**src/rtl/scab_pkg.sv**
```systemverilog
// ****************************************************************
// Shared constants for the fabric access bridge
// ****************************************************************
package scab_pkg;
   localparam int unsigned AXI_ADDR_W = 12;
   localparam int unsigned DATA_W = 32;
   localparam int unsigned FAB_ADDR_W = 16;
   localparam int unsigned BE_W = 4;
   localparam int unsigned WIN_IDX_W = 6;

   // Register byte offsets
   localparam logic [AXI_ADDR_W-1:0] OFS_CMD = 12'h1e8;
   localparam logic [AXI_ADDR_W-1:0] OFS_DATA = 12'h1ec;
   localparam logic [AXI_ADDR_W-1:0] OFS_MAC_HIGH = 12'h1f0;
   localparam logic [AXI_ADDR_W-1:0] OFS_MAC_LOW = 12'h1f4;
   localparam logic [AXI_ADDR_W-1:0] OFS_WIN_FIRST = 12'h200;
   localparam logic [AXI_ADDR_W-1:0] OFS_WIN_LAST = 12'h2dc;

   // Command field positions
   localparam int unsigned CMD_BUSY_BIT = 31;
   localparam int unsigned CMD_DIR_BIT = 30;
   localparam int unsigned CMD_BE_LSB = 16;
   localparam int unsigned CMD_ADDR_LSB = 0;

   // Values after reset, plus all-enables and direction codes
   localparam logic [15:0] MAC_HIGH_RESET = 16'hffff;
   localparam logic [31:0] MAC_LOW_RESET = 32'hff0f8000;
   localparam logic [FAB_ADDR_W-1:0] ADDR_RESET = 16'h0000;
   localparam logic [BE_W-1:0] BE_RESET = 4'h0;
   localparam logic [BE_W-1:0] BE_ALL = 4'hf;
   localparam logic [DATA_W-1:0] DATA_RESET = 32'h00000000;
   localparam logic DIR_WRITE = 1'b0;
   localparam logic DIR_READ = 1'b1;

   // Loader byte addresses
   localparam logic [7:0] EE_LOW_B0 = 8'h01;
   localparam logic [7:0] EE_LOW_B1 = 8'h02;
   localparam logic [7:0] EE_LOW_B2 = 8'h03;
   localparam logic [7:0] EE_LOW_B3 = 8'h04;
   localparam logic [7:0] EE_HIGH_B0 = 8'h05;
   localparam logic [7:0] EE_HIGH_B1 = 8'h06;

   // Bus answers
   localparam logic [1:0] RESP_OKAY = 2'b00;
   localparam logic [1:0] RESP_SLVERR = 2'b10;

   // Direct window map
   localparam logic [15:0] WIN_GEN0_ADDR = 16'h0001;
   localparam logic [15:0] WIN_GEN1_ADDR = 16'h0004;
   localparam logic [15:0] WIN_PORT_STRIDE = 16'h0400;
   localparam logic [15:0] WIN_PORT_OFS0 = 16'h0001;
   localparam logic [15:0] WIN_PORT_OFS1 = 16'h0040;
   localparam logic [15:0] WIN_PORT_OFS2 = 16'h0041;
   localparam logic [15:0] WIN_PORT_OFS3 = 16'h0080;
   localparam logic [WIN_IDX_W-1:0] WIN_PORT_FIRST = 6'h02;
   localparam logic [WIN_IDX_W-1:0] WIN_PORT_END = 6'h0e;
   localparam logic [15:0] WIN_SPARE_BASE = 16'hf000;

   // Fabric address for one window word
   function automatic logic [15:0] scab_win_target(input logic [WIN_IDX_W-1:0] idx);
      logic [WIN_IDX_W-1:0] k;
      logic [15:0] port;
      logic [15:0] ofs;
      k = idx - WIN_PORT_FIRST;
      port = {12'h000, k[5:2]} + 16'h0001;
      unique case (k[1:0])
         2'b00: ofs = WIN_PORT_OFS0;
         2'b01: ofs = WIN_PORT_OFS1;
         2'b10: ofs = WIN_PORT_OFS2;
         default: ofs = WIN_PORT_OFS3;
      endcase
      if (idx == 6'h00)
         return WIN_GEN0_ADDR;
      if (idx == 6'h01)
         return WIN_GEN1_ADDR;
      if (idx < WIN_PORT_END)
         return 16'((port * WIN_PORT_STRIDE) | ofs);
      return WIN_SPARE_BASE | {10'h000, idx};
   endfunction : scab_win_target

   // Byte-lane merge, one enable bit per data byte
   function automatic logic [DATA_W-1:0] scab_merge(input logic [DATA_W-1:0] old_word,
         input logic [DATA_W-1:0] new_word, input logic [BE_W-1:0] be);
      logic [DATA_W-1:0] res;
      res = old_word;
      for (int b = 0; b < BE_W; b++)
      begin
         if (be[b])
            res[b*8 +: 8] = new_word[b*8 +: 8];
      end
      return res;
   endfunction : scab_merge
endpackage : scab_pkg

```
**src/rtl/scab_fabric_if.sv**
```systemverilog
`timescale 1ns/100ps
// ****************************************************************
// Link between bridge and fabric register space
// ****************************************************************
interface scab_fabric_if;
   logic access_in_progress;
   logic access_direction;
   logic [15:0] fabric_target_address;
   logic [3:0] fabric_byte_enables;
   logic [31:0] access_write_data;
   logic access_done;
   logic [31:0] access_read_data;

   modport bridge (output access_in_progress, output access_direction, output fabric_target_address,
      output fabric_byte_enables, output access_write_data, input access_done, input access_read_data);
   modport fabric (input access_in_progress, input access_direction, input fabric_target_address,
      input fabric_byte_enables, input access_write_data, output access_done, output access_read_data);
endinterface : scab_fabric_if

```
**src/rtl/scab_bridge.sv**
```systemverilog
`timescale 1ns/100ps
// How it works
// - Command holds byte enables in bits 19:16
// - Each enable bit gates one data byte
// - Software sets all enables before stepping modes
// - Command bits 15:0 hold target address
// - High MAC at 1F0h, low 16 bits
// - Low MAC at 1F4h, full word, read/write
// - Pause frames use the 48-bit MAC
// - Loader fills high MAC from bytes 05h,06h
// - Loader fills low bytes 0,3 from 01h,04h
// - Loader copies bytes into host MAC too
// - High and low MAC bus writes accepted after initialization only, host MAC keeps loader bytes
// - Write-only window decoded from 200h to 2DCh
// - Window write sets address, enables, write, busy
// - Busy clears when the fabric access finishes
// - Window answers reads with zero only
// - Window value reset zero, forwarded as data
// - Command bit 31 busy, starts access
// - Command bit 30 selects read or write
module scab_bridge (
   input wire logic i_clk,
   input wire logic i_reset_n,
   input wire logic i_ce,
   input wire logic [scab_pkg::AXI_ADDR_W-1:0] i_awaddr,
   input wire logic i_awvalid,
   output logic o_awready,
   input wire logic [scab_pkg::DATA_W-1:0] i_wdata,
   input wire logic [3:0] i_wstrb,
   input wire logic i_wvalid,
   output logic o_wready,
   output logic [1:0] o_bresp,
   output logic o_bvalid,
   input wire logic i_bready,
   input wire logic [scab_pkg::AXI_ADDR_W-1:0] i_araddr,
   input wire logic i_arvalid,
   output logic o_arready,
   output logic [scab_pkg::DATA_W-1:0] o_rdata,
   output logic [1:0] o_rresp,
   output logic o_rvalid,
   input wire logic i_rready,
   input wire logic i_ee_byte_valid,
   input wire logic [7:0] i_ee_byte_addr,
   input wire logic [7:0] i_ee_byte_data,
   input wire logic i_init_done,
   output logic [47:0] o_pause_mac,
   output logic [15:0] o_host_mac_address_high,
   output logic [31:0] o_host_mac_address_low,
   scab_fabric_if.bridge fab
);
   import scab_pkg::*;
   // ****************************************************************
   // State and write decode
   // ****************************************************************
   logic aw_held_q;
   logic w_held_q;
   logic [AXI_ADDR_W-1:0] aw_addr_q;
   logic [DATA_W-1:0] w_data_q;
   logic [3:0] w_strb_q;
   logic busy_q;
   logic dir_q;
   logic [BE_W-1:0] be_q;
   logic [FAB_ADDR_W-1:0] addr_q;
   logic [DATA_W-1:0] data_q;
   logic [15:0] mac_high_q;
   logic [31:0] mac_low_q;
   logic wr_fire;
   logic hit_cmd;
   logic hit_data;
   logic hit_high;
   logic hit_low;
   logic hit_win;
   logic [AXI_ADDR_W-1:0] win_ofs;
   logic [DATA_W-1:0] cmd_word;
   logic [DATA_W-1:0] cmd_new;
   logic [DATA_W-1:0] rd_word;
   logic rd_known;
   // Address match on word boundaries
   assign wr_fire = aw_held_q && w_held_q && !o_bvalid;
   assign hit_cmd = aw_addr_q[11:2] == OFS_CMD[11:2];
   assign hit_data = aw_addr_q[11:2] == OFS_DATA[11:2];
   assign hit_high = aw_addr_q[11:2] == OFS_MAC_HIGH[11:2];
   assign hit_low = aw_addr_q[11:2] == OFS_MAC_LOW[11:2];
   assign hit_win = aw_addr_q >= OFS_WIN_FIRST && aw_addr_q <= (OFS_WIN_LAST | 12'h003);
   assign win_ofs = aw_addr_q - OFS_WIN_FIRST;
   assign cmd_word = {busy_q, dir_q, 10'h000, be_q, addr_q};
   assign cmd_new = scab_merge(cmd_word, w_data_q, w_strb_q);
   // Register read mux, window reads zero
   always_comb
   begin
      rd_word = DATA_RESET;
      rd_known = 1'b1;
      if (i_araddr[11:2] == OFS_CMD[11:2])
         rd_word = cmd_word;
      else if (i_araddr[11:2] == OFS_DATA[11:2])
         rd_word = data_q;
      else if (i_araddr[11:2] == OFS_MAC_HIGH[11:2])
         rd_word = {16'h0000, mac_high_q};
      else if (i_araddr[11:2] == OFS_MAC_LOW[11:2])
         rd_word = mac_low_q;
      else if (i_araddr >= OFS_WIN_FIRST && i_araddr <= (OFS_WIN_LAST | 12'h003))
         rd_word = DATA_RESET;
      else
         rd_known = 1'b0;
   end

   // ****************************************************************
   // Bus slave channels
   // ****************************************************************
   // Write address, data and response
   always_ff @(posedge i_clk or negedge i_reset_n)
   begin
      if (!i_reset_n)
      begin
         o_awready <= 1'b1;
         o_wready <= 1'b1;
         o_bvalid <= 1'b0;
         o_bresp <= RESP_OKAY;
         aw_held_q <= 1'b0;
         w_held_q <= 1'b0;
         aw_addr_q <= '0;
         w_data_q <= DATA_RESET;
         w_strb_q <= 4'h0;
      end
      else if (i_ce)
      begin
         if (i_awvalid && o_awready)
         begin
            aw_addr_q <= i_awaddr;
            aw_held_q <= 1'b1;
            o_awready <= 1'b0;
         end
         if (i_wvalid && o_wready)
         begin
            w_data_q <= i_wdata;
            w_strb_q <= i_wstrb;
            w_held_q <= 1'b1;
            o_wready <= 1'b0;
         end
         if (wr_fire)
         begin
            o_bvalid <= 1'b1;
            o_bresp <= (hit_cmd || hit_data || hit_high || hit_low || hit_win) ? RESP_OKAY : RESP_SLVERR;
            aw_held_q <= 1'b0;
            w_held_q <= 1'b0;
         end
         else if (o_bvalid && i_bready)
         begin
            o_bvalid <= 1'b0;
            o_awready <= 1'b1;
            o_wready <= 1'b1;
         end
      end
   end

   // Read address and data
   always_ff @(posedge i_clk or negedge i_reset_n)
   begin
      if (!i_reset_n)
      begin
         o_arready <= 1'b1;
         o_rvalid <= 1'b0;
         o_rdata <= DATA_RESET;
         o_rresp <= RESP_OKAY;
      end
      else if (i_ce)
      begin
         if (i_arvalid && o_arready)
         begin
            o_arready <= 1'b0;
            o_rvalid <= 1'b1;
            o_rdata <= rd_word;
            o_rresp <= rd_known ? RESP_OKAY : RESP_SLVERR;
         end
         else if (o_rvalid && i_rready)
         begin
            o_rvalid <= 1'b0;
            o_arready <= 1'b1;
         end
      end
   end

   // ****************************************************************
   // Fabric access command
   // ****************************************************************
   // Command fields and data, changes ignored while busy
   always_ff @(posedge i_clk or negedge i_reset_n)
   begin
      if (!i_reset_n)
      begin
         busy_q <= 1'b0;
         dir_q <= DIR_WRITE;
         be_q <= BE_RESET;
         addr_q <= ADDR_RESET;
         data_q <= DATA_RESET;
      end
      else if (i_ce)
      begin
         if (busy_q && fab.access_done)
         begin
            busy_q <= 1'b0;
            if (dir_q == DIR_READ)
               data_q <= fab.access_read_data;
         end
         else if (wr_fire && !busy_q)
         begin
            if (hit_cmd)
            begin
               busy_q <= cmd_new[CMD_BUSY_BIT];
               dir_q <= cmd_new[CMD_DIR_BIT];
               be_q <= cmd_new[CMD_BE_LSB +: BE_W];
               addr_q <= cmd_new[CMD_ADDR_LSB +: FAB_ADDR_W];
            end
            else if (hit_data)
               data_q <= scab_merge(data_q, w_data_q, w_strb_q);
            else if (hit_win)
            begin
               addr_q <= scab_win_target(win_ofs[7:2]);
               be_q <= BE_ALL;
               dir_q <= DIR_WRITE;
               busy_q <= 1'b1;
               data_q <= scab_merge(data_q, w_data_q, w_strb_q);
            end
         end
      end
   end

   // ****************************************************************
   // MAC address registers
   // ****************************************************************
   // Loader bytes into switch and host copies, host writes after initialization, pause source
   always_ff @(posedge i_clk or negedge i_reset_n)
   begin
      if (!i_reset_n)
      begin
         mac_high_q <= MAC_HIGH_RESET;
         mac_low_q <= MAC_LOW_RESET;
         o_host_mac_address_high <= MAC_HIGH_RESET;
         o_host_mac_address_low <= MAC_LOW_RESET;
         o_pause_mac <= {MAC_HIGH_RESET, MAC_LOW_RESET};
      end
      else if (i_ce)
      begin
         o_pause_mac <= {mac_high_q, mac_low_q};
         if (i_ee_byte_valid)
         begin
            unique case (i_ee_byte_addr)
               EE_LOW_B0: {o_host_mac_address_low[7:0], mac_low_q[7:0]} <= {2{i_ee_byte_data}};
               EE_LOW_B1: {o_host_mac_address_low[15:8], mac_low_q[15:8]} <= {2{i_ee_byte_data}};
               EE_LOW_B2: {o_host_mac_address_low[23:16], mac_low_q[23:16]} <= {2{i_ee_byte_data}};
               EE_LOW_B3: {o_host_mac_address_low[31:24], mac_low_q[31:24]} <= {2{i_ee_byte_data}};
               EE_HIGH_B0: {o_host_mac_address_high[7:0], mac_high_q[7:0]} <= {2{i_ee_byte_data}};
               EE_HIGH_B1: {o_host_mac_address_high[15:8], mac_high_q[15:8]} <= {2{i_ee_byte_data}};
               default: ;
            endcase
         end
         else if (wr_fire && i_init_done && hit_high)
            mac_high_q <= 16'(scab_merge({16'h0000, mac_high_q}, w_data_q, w_strb_q));
         else if (wr_fire && i_init_done && hit_low)
            mac_low_q <= scab_merge(mac_low_q, w_data_q, w_strb_q);
      end
   end

   // Fabric request straight from command state
   assign fab.access_in_progress = busy_q;
   assign fab.access_direction = dir_q;
   assign fab.fabric_target_address = addr_q;
   assign fab.fabric_byte_enables = be_q;
   assign fab.access_write_data = data_q;
endmodule : scab_bridge

```
**src/flat_wrapper.sv**
```systemverilog
// flat-port wrapper written by rule: the top's interface ports become plain ports
module scab_bridge_flat import scab_pkg::*;
  (i_clk, i_reset_n, i_ce, i_awaddr, i_awvalid, o_awready, i_wdata, i_wstrb, i_wvalid, o_wready, o_bresp, o_bvalid, i_bready, i_araddr, i_arvalid, o_arready, o_rdata, o_rresp, o_rvalid, i_rready, i_ee_byte_valid, i_ee_byte_addr, i_ee_byte_data, i_init_done, o_pause_mac, o_host_mac_address_high, o_host_mac_address_low, fab_access_in_progress, fab_access_direction, fab_fabric_target_address, fab_fabric_byte_enables, fab_access_write_data, fab_access_done, fab_access_read_data);
  scab_fabric_if fab_i ();
  input wire logic i_clk;
  input wire logic i_reset_n;
  input wire logic i_ce;
  input wire logic [scab_pkg::AXI_ADDR_W-1:0] i_awaddr;
  input wire logic i_awvalid;
  output logic o_awready;
  input wire logic [scab_pkg::DATA_W-1:0] i_wdata;
  input wire logic [3:0] i_wstrb;
  input wire logic i_wvalid;
  output logic o_wready;
  output logic [1:0] o_bresp;
  output logic o_bvalid;
  input wire logic i_bready;
  input wire logic [scab_pkg::AXI_ADDR_W-1:0] i_araddr;
  input wire logic i_arvalid;
  output logic o_arready;
  output logic [scab_pkg::DATA_W-1:0] o_rdata;
  output logic [1:0] o_rresp;
  output logic o_rvalid;
  input wire logic i_rready;
  input wire logic i_ee_byte_valid;
  input wire logic [7:0] i_ee_byte_addr;
  input wire logic [7:0] i_ee_byte_data;
  input wire logic i_init_done;
  output logic [47:0] o_pause_mac;
  output logic [15:0] o_host_mac_address_high;
  output logic [31:0] o_host_mac_address_low;
  output wire logic [$bits(fab_i.access_in_progress)-1:0] fab_access_in_progress;
  output wire logic [$bits(fab_i.access_direction)-1:0] fab_access_direction;
  output wire logic [$bits(fab_i.fabric_target_address)-1:0] fab_fabric_target_address;
  output wire logic [$bits(fab_i.fabric_byte_enables)-1:0] fab_fabric_byte_enables;
  output wire logic [$bits(fab_i.access_write_data)-1:0] fab_access_write_data;
  input wire logic [$bits(fab_i.access_done)-1:0] fab_access_done;
  input wire logic [$bits(fab_i.access_read_data)-1:0] fab_access_read_data;
  assign fab_access_in_progress = fab_i.access_in_progress;
  assign fab_access_direction = fab_i.access_direction;
  assign fab_fabric_target_address = fab_i.fabric_target_address;
  assign fab_fabric_byte_enables = fab_i.fabric_byte_enables;
  assign fab_access_write_data = fab_i.access_write_data;
  assign fab_i.access_done = fab_access_done;
  assign fab_i.access_read_data = fab_access_read_data;
  scab_bridge u_core (.i_clk(i_clk), .i_reset_n(i_reset_n), .i_ce(i_ce), .i_awaddr(i_awaddr), .i_awvalid(i_awvalid), .o_awready(o_awready), .i_wdata(i_wdata), .i_wstrb(i_wstrb), .i_wvalid(i_wvalid), .o_wready(o_wready), .o_bresp(o_bresp), .o_bvalid(o_bvalid), .i_bready(i_bready), .i_araddr(i_araddr), .i_arvalid(i_arvalid), .o_arready(o_arready), .o_rdata(o_rdata), .o_rresp(o_rresp), .o_rvalid(o_rvalid), .i_rready(i_rready), .i_ee_byte_valid(i_ee_byte_valid), .i_ee_byte_addr(i_ee_byte_addr), .i_ee_byte_data(i_ee_byte_data), .i_init_done(i_init_done), .o_pause_mac(o_pause_mac), .o_host_mac_address_high(o_host_mac_address_high), .o_host_mac_address_low(o_host_mac_address_low), .fab(fab_i));
endmodule
```
**config.mk**
```make
export PLATFORM = sky130hd
export DESIGN_NAME = scab_bridge_flat
export DESIGN_NICKNAME = d
export VERILOG_FILES = /design/src/rtl/scab_pkg.sv /design/src/rtl/scab_fabric_if.sv /design/src/rtl/scab_bridge.sv /design/src/flat_wrapper.sv
export SDC_FILE = /design/constraint.sdc
export NUM_CORES = 1
export LEC_CHECK = 0
export BUFFER_PORTS_ARGS = -buffer_cell sky130_fd_sc_hd__buf_2
export CAP_MARGIN = 20
export CORE_ASPECT_RATIO = 0.8
export CORE_UTILIZATION = 30
export CTS_CLUSTER_SIZE = 20
export DETAILED_ROUTE_END_ITERATION = 12
export MAX_ROUTING_LAYER = met4
export PLACE_DENSITY = 0.61
export SLEW_MARGIN = 20
export SYNTH_ARGS = -nofsm -noshare
export SYNTH_HDL_FRONTEND = slang
export SYNTH_SLANG_ARGS = --single-unit
```
**constraint.sdc**
```tcl
create_clock -name i_clk -period 2.8 [get_ports i_clk]
set_input_delay 0.56 -clock i_clk [delete_from_list [all_inputs] [get_ports i_clk]]
set_output_delay 0.56 -clock i_clk [all_outputs]
set_load 0.02 [all_outputs]
```
# Word-level counts from Yosys, hierarchy flattened
# Cells that the tools add are included.
[word_totals]
regBits = 289
elab_cells = 242
[classes]
n_reduce_logical = 62
n_mux = 105
n_bitwise = 2
n_eq_ne = 33
n_lt_le_gt_ge = 5
n_addsub = 3
[op_table]
columns = ["op", "n"]
rows = [
  ["32-bit 2-to-1 mux", 13],
  ["16-bit 2-to-1 mux", 17],
  ["8-bit 2-to-1 mux", 15],
  ["10-bit by 7-bit equality test with 1-bit output (second input constant)", 8],
  ["1-bit 2-to-1 mux", 53],
  ["5-bit AND reduction", 6],
  ["8-bit by 3-bit equality test with 1-bit output (second input constant)", 3],
  ["12-bit by 10-bit greater-or-equal comparator with 1-bit output (second input constant)", 2],
  ["12-bit by 10-bit <= comparator with 1-bit output (second input constant)", 2],
  ["2-bit by 1-bit inequality test with 1-bit output (second input constant)", 12],
  ["8-bit one-hot mux with 3 select lines", 1],
  ["6-bit AND reduction", 4],
  ["2-bit nonzero test", 12],
  ["3-bit AND reduction", 6],
  ["8-bit by 2-bit equality test with 1-bit output (second input constant)", 2],
  ["4-bit 2-to-1 mux", 4],
  ["16-bit OR", 1],
  ["2-bit AND reduction", 8],
  ["1-bit logical AND", 14],
  ["8-bit by 1-bit equality test with 1-bit output (second input constant)", 1],
  ["4-bit AND reduction", 2],
  ["8-bit by 1-bit subtractor with 8-bit output (second input constant)", 1],
  ["6-bit by 1-bit equality test with 1-bit output (second input constant)", 1],
  ["6-bit zero test", 1],
  ["13 further kinds", 21],
]

# Logic depth before layout (Yosys ltp)
# Gate-level depths: netlist of the first run.
[logic_depth]
ltp_word = 30
mapped_depth = 11
depth_no_buf = 9

# Worst setup path before layout of the first run
# OpenSTA, ideal clock, no wires.
[synth_path]
path_kind = "input to register"
startpoint = "input port i_ce"
endpoint = "register u_core.data_q[20], in the netlist u_core.fab.access_write_data[20]"
arrival_time_ns = 2.114
path_buffers = 2
path_slack_ns = 0.562
t_required_ns = 2.675
path_stages = 7
cell_sequence = "buf_2 nand4b_1 nor2_1 and4_1 a211o_1 buf_2 mux2_2"
[synth_between]
elab_chain_len = 1
[synth_lines]
columns = ["element", "line", "source"]
rows = [
  ["start: declaration", "flat_wrapper.sv:7", "input wire logic i_ce;"],
  ["5-bit AND reduction (no line)", "-", ""],
  ["end signal: assignment", "scab_bridge.sv:203", "data_q <= fab.access_read_data;"],
  ["end signal: assignment", "scab_bridge.sv:215", "data_q <= scab_merge(data_q, w_data_q, w_strb_q);"],
  ["end signal: assignment", "scab_bridge.sv:222", "data_q <= scab_merge(data_q, w_data_q, w_strb_q);"],
  ["end: declaration", "scab_bridge.sv:64", "logic [DATA_W-1:0] data_q;"],
]
# Every way passes these cells.
# A chain may end at the register's enable or synchronous reset.

# Final worst setup path of the first run
[layout_path]
startpoint = "register u_core.aw_addr_q[9]"
endpoint = "register u_core.mac_low_q[6]"
[layout_between]
elab_chain_len = 4
elab_cells_between_ends = 7
cone_classes = "eq/ne (3); reduce/logical (4)"
[layout_lines]
columns = ["element", "line", "source"]
rows = [
  ["start: declaration", "scab_bridge.sv:57", "logic [AXI_ADDR_W-1:0] aw_addr_q;"],
  ["start signal: assignment", "scab_bridge.sv:129", "aw_addr_q <= i_awaddr;"],
  ["10-bit by 7-bit equality test with 1-bit output, on equally long branches", "scab_bridge.sv:82, scab_bridge.sv:83", ""],
  ["1-bit logical AND, on equally long branches", "scab_bridge.sv:257, scab_bridge.sv:259", ""],
  ["2-bit inequality test (no line) / 2-bit nonzero test (equally long branches)", "-", ""],
  ["5-bit AND reduction (no line) *", "-", ""],
  ["end signal: assignment", "scab_bridge.sv:248", "EE_LOW_B0: {o_host_mac_address_low[7:0], mac_low_q[7:0]} <= {2{i_ee_byte_data}};"],
  ["end signal: assignment", "scab_bridge.sv:260", "mac_low_q <= scab_merge(mac_low_q, w_data_q, w_strb_q);"],
  ["end: declaration", "scab_bridge.sv:66", "logic [31:0] mac_low_q;"],
]
# Mark *: on every way between the ends. The rest lies on a longest branch, timed or not.

==> results by stage, run 1 <==
Power:
- The power density over the cells is roughly 920 mW/mm^2.
- The analysis attributes to cell leakage a power of roughly 0.0080 uW.
- The combinational fraction of design power is 0.266.
- Of the total power, registers draw 0.426.
- Of the total power, the share spent switching nets is 0.343.
- Of the total power, the clock network draws 0.308.
- The internal cell power is approximately 10000 uW.
- The net switching power of the design is ~5200 uW.
- The worst supply voltage drop on vdd is 0.406 mV.
- After layout, the design draws a total of around 15,000 uW.

Clock network:
- The clock net in this run drives a total of 285 sinks.
- The maximum level of the CTS H-tree is 2.
- The root buffer cell chosen for the clock tree is clkbuf_16.
- In this run the deepest clock path goes through 3 buffers.
- Clock tree synthesis inserted a total of 34 buffers.
- The clock-pin slew reported for the worst setup and hold paths after clock tree synthesis is 0.06 ns.
- The number of gates resized after CTS was 0.
- The count of hold buffers inserted by post-cts repair is 0.
- TritonCTS built the clock tree.
- The post-CTS setup repair buffer count is 0.
- At the later pin of the worst-skew pair, clock insertion delay measures about 0.52 ns.

Routing:
- The wire length reported by the detailed router is 44,800 um.
- The number of vias per cell is roughly 5.1.
- In the final routed layout, each cell accounts on average for roughly 23 um.
- The detailed-router iteration count before antenna repair is 5.
- The detailed router placed 9,904 vias in this run.
- The count of nets left with antenna violations once routing finished came out at 0.
- For this run, design rule violations remaining after detail routing come to 0.
- The detailed router finished its first iteration with roughly 590 violations.

Floorplan:
- The die is around 240 um wide.
- The die covers around 0.044 mm^2.
- The initial utilization of the core area, before any placement, comes to 0.308.
- The y dimension of the die is approximately 190 um.
- The number of placement rows is 67.
- The core region is 0.0423 mm^2.
- The number of top-level pins is a little over 300.

Global route:
- The leftover overflow at the end of global routing is 0.
- In the global route stage, overall resource usage came out at 0.208.
- The global-route wire length before repair is roughly 66,000 um.
- In the global route stage, met1 resource usage came out at 0.295.
- The global-route layer with the greatest usage is met2.
- The global-route met3 utilization is 0.0475.
- The initial antenna violation count was 6.
- The met2 usage in global routing is 0.301.
- The pin count of the biggest net entering global routing is 61.
- The number of global-route vias before repair came to 9,916.

Critical path:
- STA puts the critical path data arrival time at around 2.8 ns.
- Tracing the worst setup path back leads to its startpoint at u_core.aw_addr_q[9]$_DFFE_PN0P_.
- Measured in cells, the most critical reg-to-reg path has a length of 5.
- STA classifies the critical path startpoint as a register.
- The category of the most critical setup path is register to register.
- In this run the critical register-to-register path is captured at u_core.mac_low_q[6]$_DFFE_PN0P_.
- Data on the critical path is required at its endpoint by 3.15 ns.
- Of all nets on the critical path, the largest fanout is 16.
- For flop-to-flop paths, the worst setup slack is slightly above 0.3 ns.
- The end point of the critical path is u_core.mac_low_q[6]$_DFFE_PN0P_.
- The critical path capture point type is a register.
- The launch point of the worst reg-to-reg path is u_core.aw_addr_q[9]$_DFFE_PN0P_.

Placed design:
- The number of buffers inserted by port buffering is approximately 300.
- Timing analysis after detailed placement gives a worst setup slack of approximately 0.15 ns.
- Detailed placement ended at an HPWL of about 32,000 um.
- Routability-driven placement finished with a final weighted congestion of ~0.85.

Cells and area:
- For this run, the share of the core covered by cells in the final layout is 0.390.
- At the end of the flow, the number of nets in the layout was about 1,500.
- The sequential cells in the finished layout cover a total of 0.00724 mm^2.
- The filler cells instantiated in the layout total roughly 4,000.
- The area growth from synthesis to layout is 26.7%.
- Of the cells placed in the final design, the portion with a size suffix greater than 1 is 0.532.
- Summing all multi-input logic gate instances after layout gives around 0.0054 mm^2.

Synth:
- The combined area of all synthesized cells is about 0.013 mm^2.
- The cell count after synthesis is between 1,000 and 1,500.
- Yosys instantiated no cell more often than mux2_2.
- The number of flops mapped to enable cells by yosys is 0.
- Counting instances in the post-synthesis netlist gives the leading cell types as 228 x mux2_2, 195 x dfrtp_1, 91 x nand2_1, 90 x dfstp_2, 64 x o21ai_0.
- The post-synthesis average cell area is ~12 um^2.
- The fraction of the yosys area taken by sequential cells is 0.556.
- Of the post-synthesis cell area, the dominant cell type holds 0.374.
- The library cell occupying the most area in the post-synthesis netlist is dfrtp_1.
- In this run, synthesis produced a sequential element count of between 200 and 300.
- The count of warnings emitted by yosys is 0.
- After synthesis, the cell types taking the most area are dfrtp_1 37%, mux2_2 20%, dfstp_2 18%.
- The fraction of synthesis flops using an asynchronous set or reset pin is 1.00.
- The most used flip-flop cell after synthesis is dfrtp_1.
- The number of distinct library cells after synthesis is slightly below 70.

STA:
- The worst path setup slack after routing is roughly 0.31 ns.
- Measured against its own limit, the worst slew margin works out to 0.349.
- For the finished layout, the period the worst path requires is roughly 2.5 ns.
- For the pin with the worst max-slew slack, the measured transition is approximately 0.97 ns.
- Setup repair after global routing left no endpoint under its margin.
- Dividing the final minimum period by the clock period gives 0.889.
- The worst clock skew on the final layout is about 0.015 ns.
- For the final routed database, the setup TNS stands at 0 ns.
- The achievable frequency is approximately 0.4 GHz.
- The count of endpoints failing hold in the final timing report is 0.
- The final setup violation count is 0.
- The final-report max-slew violation count is 0.

Status:
- The run finished with clean final reports.

Worst hold path:
- The worst hold path belongs to the class input port to async pin.

Flow run:
- The total of max-cap violations is 0.
==> worst max-delay path, stage by stage, from the launching register on <==
cell,delay (ns)
dfrtp_1,0.43
or4b_4,0.59
nor4_4,0.59
o221ai_2,0.44
nand2_1,0.18
o21ai_0,0.09
==> layout by cell type (no fill, tap or decap), types with 13 or more instances in the layout <==
cell type | netlist | routed
clkbuf_16 | 0 | 37
a21oi_1 | 31 | 31
a22oi_1 | 16 | 16
buf_4 | 2 | 37
buf_2 | 22 | 301
o21ai_0 | 64 | 64
mux2_2 | 228 | 228
inv_1 | 24 | 24
dfstp_2 | 90 | 90
nor2_1 | 38 | 38
nor3_1 | 14 | 13
mux2i_1 | 34 | 34
dfrtp_1 | 195 | 195
nand2_1 | 91 | 90
==> sequential cells by signal, summed over array words and instances, names as in the netlist, 4 cells and up <==
register                          cells
u_core.o_pause_mac                   48
u_core.fab.access_write_data         32
u_core.mac_low_q                     32
u_core.o_host_mac_address_low        32
u_core.o_rdata                       32
u_core.w_data_q                      32
u_core.fab.fabric_target_address     16
u_core.mac_high_q                    16
u_core.o_host_mac_address_high       16
u_core.aw_addr_q                     10
u_core.fab.fabric_byte_enables        4
u_core.w_strb_q                       4
==> stage by stage <==
| stage | cells | hold WS, ns | area, um^2 |
|---|---|---|---|
| finish | 1949 | 0.0202 | 16500 |
| floorplan | 1061 | 0.264 | 13000 |
| detailed placement | 1882 | 0.465 | 15300 |
| global route | 1948 | 0.0312 | 16500 |
| CTS | 1944 | 0.0146 | 16500 |
| global placement | 1882 | 0.459 | 15300 |
==> power groups by stage <==
stage | sequential [uW] | combinational (uW) | clock (uW)
6_report | 6460 | 4040 | 4670
5_1_grt | 6610 | 4410 | 4960
4_1_cts | 6450 | 4080 | 4790
3_5_place_dp | 6520 | 4050 | 0
3_3_place_gp | 6470 | 3980 | 0
2_1_floorplan | 6590 | 2190 | 0
==> kinds of logic (layout without fill, tap and decap cells) <==
family	Yosys count	count (layout)	share of synthesized area
flip-flops	285	285	0.556
XOR/XNOR	2	2	0.00134
other	1	7	0.000288
multiplexers	262	262	0.223
buffers and inverters	99	430	0.0312
AO/OA/AOI/OAI	195	195	0.100
adder cells (fa/ha/maj)	7	7	0.00672
AND/OR/NAND/NOR	209	209	0.0814
==> worst min path at each step <==
stage,from,to,slack [ns],depth (start not counted)
after global placement,u_core.mac_low_q[30]$_DFFE_PN1P_,u_core.mac_low_q[30]$_DFFE_PN1P_,0.46,2
final,i_reset_n,u_core.o_host_mac_address_low[7]$_DFFE_PN0P_,0.02,1
after global routing,i_reset_n,u_core.o_bresp[1]$_DFFE_PN0P_,0.03,1
after floorplan,i_reset_n,u_core.aw_addr_q[10]$_DFFE_PN0P_,0.26,0
after detailed placement,u_core.mac_low_q[30]$_DFFE_PN1P_,u_core.mac_low_q[30]$_DFFE_PN1P_,0.46,2
after CTS,i_reset_n,u_core.fab.fabric_byte_enables[2]$_DFFE_PN0P_,0.01,1
==> cell type report <==
class                      instances  share of cell area
clock buffer                      43              0.0586
tap                              552              0.0418
timing repair buffer             344               0.115
inverter                          24             0.00545
clock inverter                    19              0.0129
antenna                            5            0.000758
sequential                       285               0.439
multi-input combinational        677               0.327
==> per-layer routing <==
metal  part of all wire  wire length [um]  up-vias
met3              0.071              3200       53
met5                  0                 0        -
met2               0.43             19300      368
met4              0.019               837        0
li1                   -                 -     4459
met1               0.48             21400     5024
(Power assumes the default switching activity.)
==> run 2: changes to the inputs <==
--- a/config.mk
+++ b/config.mk
@@ -13,6 +13,7 @@
 export DETAILED_ROUTE_END_ITERATION = 12
 export MAX_ROUTING_LAYER = met4
 export PLACE_DENSITY = 0.61
+export RECOVER_POWER = 100
 export SLEW_MARGIN = 20
 export SYNTH_ARGS = -nofsm -noshare
 export SYNTH_HDL_FRONTEND = slang
==> results by stage, run 2 (synthesis results as in run 1) <==
Status:
- The run finished, with violations left.
- The final reports fail on capacitance limit, slew limit.

STA:
- Setup violations remaining at the end of the flow were counted as 0.
- Setup repair after global routing left no endpoint under its margin.
- The final-report max-slew violation count is slightly above 60.
- The shortest period the worst path allows is around 2.5 ns.
- For the pin with the worst max-slew slack, the measured transition is roughly 1.7 ns.
- After routing, the total negative slack on setup checks comes to 0 ns.
- Dividing the final minimum period by the clock period gives 0.901.
- The tightest slew margin relative to the limit is -0.133.
- Derived from the worst setup path, the maximum achievable clock frequency is between 0.3 and 0.4 GHz.
- The count of endpoints failing hold in the final timing report was 0.
- Hold timing on the final database bottoms out at a slack of 0.248 ns.
- In the post-route analysis, the smallest setup slack over all paths is 0.276 ns.
- The worst clock skew on the final layout is between 0.015 and 0.02 ns.

Clock network:
- The clock reaches the later pin of the worst-skew pair after around 0.52 ns.
- The post-cts sizing count is 0.
- The TritonCTS clock tree is yes.
- The clock net sink count is between 200 and 300.
- The number of buffers on the longest clock path is 3.
- The post-CTS setup repair buffer count is 0.
- The maximum level of the CTS H-tree is 2.
- The count of hold buffers inserted by post-cts repair is 0.
- The library cell used as clock root buffer is clkbuf_16.
- The number of clock buffers added by TritonCTS is 34.
- The clock-pin slew reported for the worst setup and hold paths after clock tree synthesis is around 0.060 ns.

Routing:
- The wire length reported by the detailed router is about 45,000 um.
- The average wire length per cell after detail routing is 23.0 um.
- For this run, design rule violations remaining after detail routing come to 0.
- The first routing iteration left 578 violations.
- The remaining antenna violation count after routing is 0.
- The overall via count from detail_route is 9,840.
- The number of vias per cell is approximately 5.0.
- The pre-antenna-repair detailed-routing pass consisted of 5 iterations.

Cells and area:
- The final net count is 1,492.
- The cell area after layout is 0.0161 mm^2.
- The register with the most flip-flops is u_core.o_pause_mac.
- From synthesis to final layout, the design area changed by 23.8%.
- The register with the most flip-flops in the layout has 48 of them.
- The library cells used most frequently in the layout, excluding fill and tap cells, are 228 x mux2_2, 201 x clkbuf_1, 195 x dfrtp_1, 112 x buf_2, 90 x nand2_1.
- Leaving out fill and tap cells, the most frequent cell in the layout is mux2_2.
- The final cell utilization of the core is 0.381.
- In the final layout, the share of cells above drive strength 1 is 0.386.

Global route:
- Across every metal layer, demand over resource in global routing totals 0.208.
- Entering global routing, the biggest net connects 61 pins.
- The number of global-route vias before repair was 9,916.
- The first global-routing pass estimated 66,400 um of wire.
- The initial antenna violation count came to 6.
- The leftover overflow at the end of global routing is 0.

Worst hold path:
- The cell count of the worst hold path is 2.
- The type of the worst min-delay path is input port to register.

Placed design:
- In this run the cell area measured after placement is 0.0153 mm^2.
- The total half-perimeter wirelength after legalization and detailed placement is about 32,000 um.
- Buffers placed on the I/O ports in this run total approximately 300.
- The congestion estimate from routability-driven global placement came to ~0.85.
- The pre-CTS setup slack is about 0.15 ns.

Critical path:
- On the worst path, the slowest cell contributes a delay of 0.63 ns.
- The worst-path cell with the longest stage delay is or4b_1.
- STA classifies the critical path startpoint as a register.
- The path depth of the worst reg2reg path is 6.
- The worst setup path is of the register to register kind.
- The highest net fanout along the worst path is 16.
- Data on the critical path arrives at its endpoint at just under 3 ns.
- The worst setup path is captured at a register.
- Traced cell by cell, the critical path runs through or4b_1 -> nor4_4 -> o221ai_1 -> clkbuf_2 -> nand2_1 -> o21ai_0.
- At the worst endpoint, the required time is 3.18 ns.

Floorplan:
- The die area is 0.0443 mm^2.
- The number of placement rows is 67.
- During I/O placement, the number of pins put on the boundary was 310.
- The die is approximately 240 um wide.
- The total area inside the core boundary comes to 0.0423 mm^2.
- The y dimension of the die is roughly 190 um.
- The starting density of the core is 0.308.

Flow run:
- The total of max-cap violations is 1.

Power:
- Summed over all cells, the static leakage comes to 0.00714 uW.
- The power density over the cells is just over 900 mW/mm^2.
- The worst supply voltage drop on vdd is around 0.42 mV.
-- run 2: changes by cell type in the layout (fill, tap and decap cells not counted), moves of 3 or more --
cell	delta
clkbuf_1	+197
buf_2	-189
buf_4	-16
clkbuf_2	+10
o21ai_0	+7
o21ai_1	-7
buf_12	-4
clkbuf_4	+3
-- run 2: worst paths after layout --
kind / startpoint / slack, ns / end
worst min register to register: u_core.mac_high_q[14]$_DFFE_PN1P_ / 0.48 / u_core.mac_high_q[14]$_DFFE_PN1P_
worst max-delay path: u_core.aw_addr_q[9]$_DFFE_PN0P_ / 0.28 / u_core.mac_low_q[10]$_DFFE_PN0P_
worst max register to register: u_core.aw_addr_q[9]$_DFFE_PN0P_ / 0.28 / u_core.mac_low_q[10]$_DFFE_PN0P_
min in group asynchronous: i_reset_n / 0.50 / u_core.o_host_mac_address_low[7]$_DFFE_PN0P_
worst min-delay path: i_arvalid / 0.25 / u_core.o_arready$_DFFE_PN1P_
max in group asynchronous: i_reset_n / 0.58 / u_core.w_data_q[31]$_DFFE_PN0P_
-- run 2: through the flow --
| step | power (uW) | instances |
|---|---|---|
| after floorplan | 8780 | 1061 |
| after global placement | 10500 | 1882 |
| after detailed placement | 10600 | 1882 |
| after CTS | 15300 | 1944 |
| after global routing | 15800 | 1948 |
| final | 15000 | 1950 |
-- run 2: worst max-delay path, delay by kind of cell (launching register included) --
family,cells,cell delay [ns]
and+or+nand+nor,3,1.30
DFF,1,0.43
buffers and inverters,1,0.37
AOI/OAI and AO/OA,2,0.28
-- run 2: cell type report --
class                           count  area [um^2]
Antenna cell                        6         15.0
Clock buffer                       43          968
Clock inverter                     19          213
Fill cell                        4219        26200
Inverter                           24         90.1
Multi-Input combinational cell    677         5370
Sequential cell                   285         7240
Tap cell                          552          691
Timing Repair Buffer              344         1550
-- run 2: routing by layer --
| metal | part of all wire | vias up | track usage |
|---|---|---|---|
| li1 | - | 4458 | - |
| met3 | 0.065 | 48 | 0.0475 |
| met5 | 0 | - | - |
| met1 | 0.48 | 5018 | 0.295 |
| met4 | 0.016 | 0 | 0.0443 |
| met2 | 0.43 | 316 | 0.301 |
-- run 2: report_power, final --
part	internal [uW]	leakage (uW)	switching, uW
clock	2840	0.000576	1820
combinational	1660	0.00309	2200
sequential	5310	0.00347	1170
total	9810	0.00714	5190
==> run 3: changes to the inputs <==
--- a/config.mk
+++ b/config.mk
@@ -7,12 +7,14 @@
 export LEC_CHECK = 0
 export BUFFER_PORTS_ARGS = -buffer_cell sky130_fd_sc_hd__buf_2
 export CAP_MARGIN = 20
+export CELL_PAD_IN_SITES_DETAIL_PLACEMENT = 0
+export CELL_PAD_IN_SITES_GLOBAL_PLACEMENT = 1
 export CORE_ASPECT_RATIO = 0.8
 export CORE_UTILIZATION = 30
 export CTS_CLUSTER_SIZE = 20
 export DETAILED_ROUTE_END_ITERATION = 12
 export MAX_ROUTING_LAYER = met4
-export PLACE_DENSITY = 0.61
+export PLACE_DENSITY = 0.71
 export RECOVER_POWER = 100
 export SLEW_MARGIN = 20
 export SYNTH_ARGS = -nofsm -noshare
==> results by stage, run 3 (synthesis results as in run 1) <==
Status:
- The run finished with clean final reports.

Floorplan:
- The number of placement rows is 67.
- The core region is 0.0423 mm^2.
- The die area is 0.0443 mm^2.
- The starting density of the core is 0.308.
- From left edge to right edge, the die measures between 200 and 250 um.
- The y dimension of the die is roughly 190 um.
- The number of top-level pins is 310.

STA:
- The final cycle utilization of the critical path is 0.885.
- The worst clock skew on the final layout is between 0.02 and 0.03 ns.
- The final-report max-slew violation count is 0.
- Setup repair after global routing left no endpoint under its margin.
- The shortest period the worst path allows is about 2.5 ns.
- The achievable frequency is 0.403 GHz.
- Setup violations remaining at the end of the flow were counted as 0.
- The count of endpoints failing hold in the final timing report was 0.
- Measured against its own limit, the worst slew margin works out to 0.0436.
- Summed over all failing endpoints, the final setup total negative slack is 0 ns.
- On the final layout, the worst hold slack is approximately 0.18 ns.
- At the pin with the least slew margin, the transition time is 1.43 ns.

Clock network:
- The clock reaches the later pin of the worst-skew pair after 0.58 ns.
- The number of CTS-inserted buffers is 31.
- Buffers inserted to repair hold after CTS numbered 1.
- The TritonCTS clock tree is yes.
- The tree built by TritonCTS fans out to about 290 sinks.
- The cell sitting at the root of the clock tree is a clkbuf_16.
- The post-cts sizing count is 0.
- Post-CTS timing repair inserted 0 buffers for setup.
- After clock tree synthesis, the clock-pin slew on the worst setup and hold paths is ~0.060 ns.
- CTS built an H-tree with a depth of 1.
- The number of buffers on the longest clock path is 3.

Flow run:
- The total of max-cap violations is 0.

Critical path:
- The largest individual stage delay along the critical path comes from the cell dfrtp_1.
- STA classifies the critical path endpoint as a register.
- The worst setup path is launched from a register.
- Of all nets on the critical path, the largest fanout is 10.
- Data arrives at the worst endpoint at about 2.9 ns.
- Walking the worst path, the cells encountered are nand3_1 -> nor3b_1 -> and4_1 -> a211o_1 -> clkbuf_2 -> mux2_2.
- The cell class contributing the biggest share of worst-path delay is simple AND/OR/NAND/NOR gates.
- The category of the most critical setup path is register to register.
- The largest incremental delay on the critical path is around 0.56 ns.
- The number of buffers and inverters on the critical path is 1.
- At the worst endpoint, the required time is 3.26 ns.

Placed design:
- Routability-driven placement finished with a final weighted congestion of 0.846.
- During placement, the flow inserted port buffers numbering 303.
- The total half-perimeter wirelength after legalization and detailed placement is 32,800 um.

Cells and area:
- The library cells used most frequently in the layout, excluding fill and tap cells, are 228 x mux2_2, 200 x clkbuf_1, 195 x dfrtp_1, 112 x buf_2, 91 x nand2_1.
- The commonest non-fill, non-tap cell in the layout is mux2_2.
- The flip-flop count of the largest register after layout is 48.
- In the final layout, the share of cells above drive strength 1 is 0.382.
- The final layout contains approximately 1,500 nets.
- From synthesis to final layout, the design area changed by 22.5%.
- The register with the most flip-flops in the final layout is u_core.o_pause_mac.

Routing:
- Summed over all layers, the routed wires come to around 45,000 um.
- Detailed routing inserted a total of between 9,000 and 10,000 vias.
- After detailed routing, the number of remaining DRC violations is 0.
- After detailed routing, the average wire length per cell comes to ~23 um.
- After the first detailed-routing iteration, the DRC count stood at 580.
- The detailed-router iteration count before antenna repair is 6.
- The number of vias per cell is 5.05.
- The remaining antenna violation count after routing is 0.

Power:
- The worst-case IR drop observed on VDD is approximately 0.43 mV.
- In this run the power density over the cells is 907 mW/mm^2.
- In this run the static leakage power is approximately 0.0070 uW.

Global route:
- The global-route wire length before repair is roughly 67,000 um.
- The initial antenna violation count was 7.
- The number of global-route vias before repair is 10,000.
- The leftover overflow at the end of global routing is 0.
- The pin count of the biggest net entering global routing is 75.
- The total global-route track usage is 0.208.

Worst hold path:
- The type of the worst min-delay path is input port to register.
run 3: changes by cell type in the layout (fill, tap and decap cells not counted), moves of 3 or more:
cell / before / now
clkbuf_16: 37 / 31
clkinv_2: 9 / 6
clkbuf_8: 2 / 8
bufinv_16: 4 / 1
run 3: per-stage QoR:
step,power (uW),cell area [um^2],util,instances,setup slack [ns]
floorplan,8780,13000,-,1061,0.562
global placement,10500,15300,0.362,1880,0.161
detailed placement,10600,15300,0.362,1880,0.105
CTS,14700,16400,0.387,1939,0.342
global route,15200,16000,0.377,1945,0.0602
finish,14500,16000,0.377,1945,0.321
run 3: routing by layer:
metal  vias to the layer above  global-route usage  part of all wire
met4                         0              0.0412             0.017
met1                      5009               0.286              0.47
li1                       4465                   -                 -
met2                       307               0.311              0.44
met5                         -                   -                 0
met3                        49              0.0500             0.065
run 3: worst paths after layout:
kind                       cells after the start  slack, ns                                            end                         startpoint
min reg2reg                                    2       0.47              u_core.mac_high_q[14]$_DFFE_PN1P_  u_core.mac_high_q[14]$_DFFE_PN1P_
max reg2reg                                    6       0.32    u_core.fab.access_write_data[1]$_DFFE_PN0P_    u_core.aw_addr_q[6]$_DFFE_PN0P_
min in group asynchronous                      2       0.87  u_core.o_host_mac_address_low[13]$_DFFE_PN0P_                          i_reset_n
min                                            2       0.18                   u_core.o_arready$_DFFE_PN1P_                          i_arvalid
max in group asynchronous                      3       0.38  u_core.fab.fabric_byte_enables[3]$_DFFE_PN0P_                          i_reset_n
max                                            6       0.32    u_core.fab.access_write_data[1]$_DFFE_PN0P_    u_core.aw_addr_q[6]$_DFFE_PN0P_
run 3: cell type report:
cell class / count / area [um^2]
antenna: 6 / 15.0
clock buffer: 44 / 905
clock inverter: 14 / 119
fill: 4197 / 26400
inverter: 24 / 90.1
multi-input combinational: 677 / 5340
sequential: 285 / 7240
tap: 552 / 691
timing repair buffer: 343 / 1570
run 3: power breakdown:
| group | switching, uW | internal [uW] |
|---|---|---|
| sequential | 1210 | 5310 |
| clock | 1770 | 2350 |
| combinational | 2190 | 1660 |
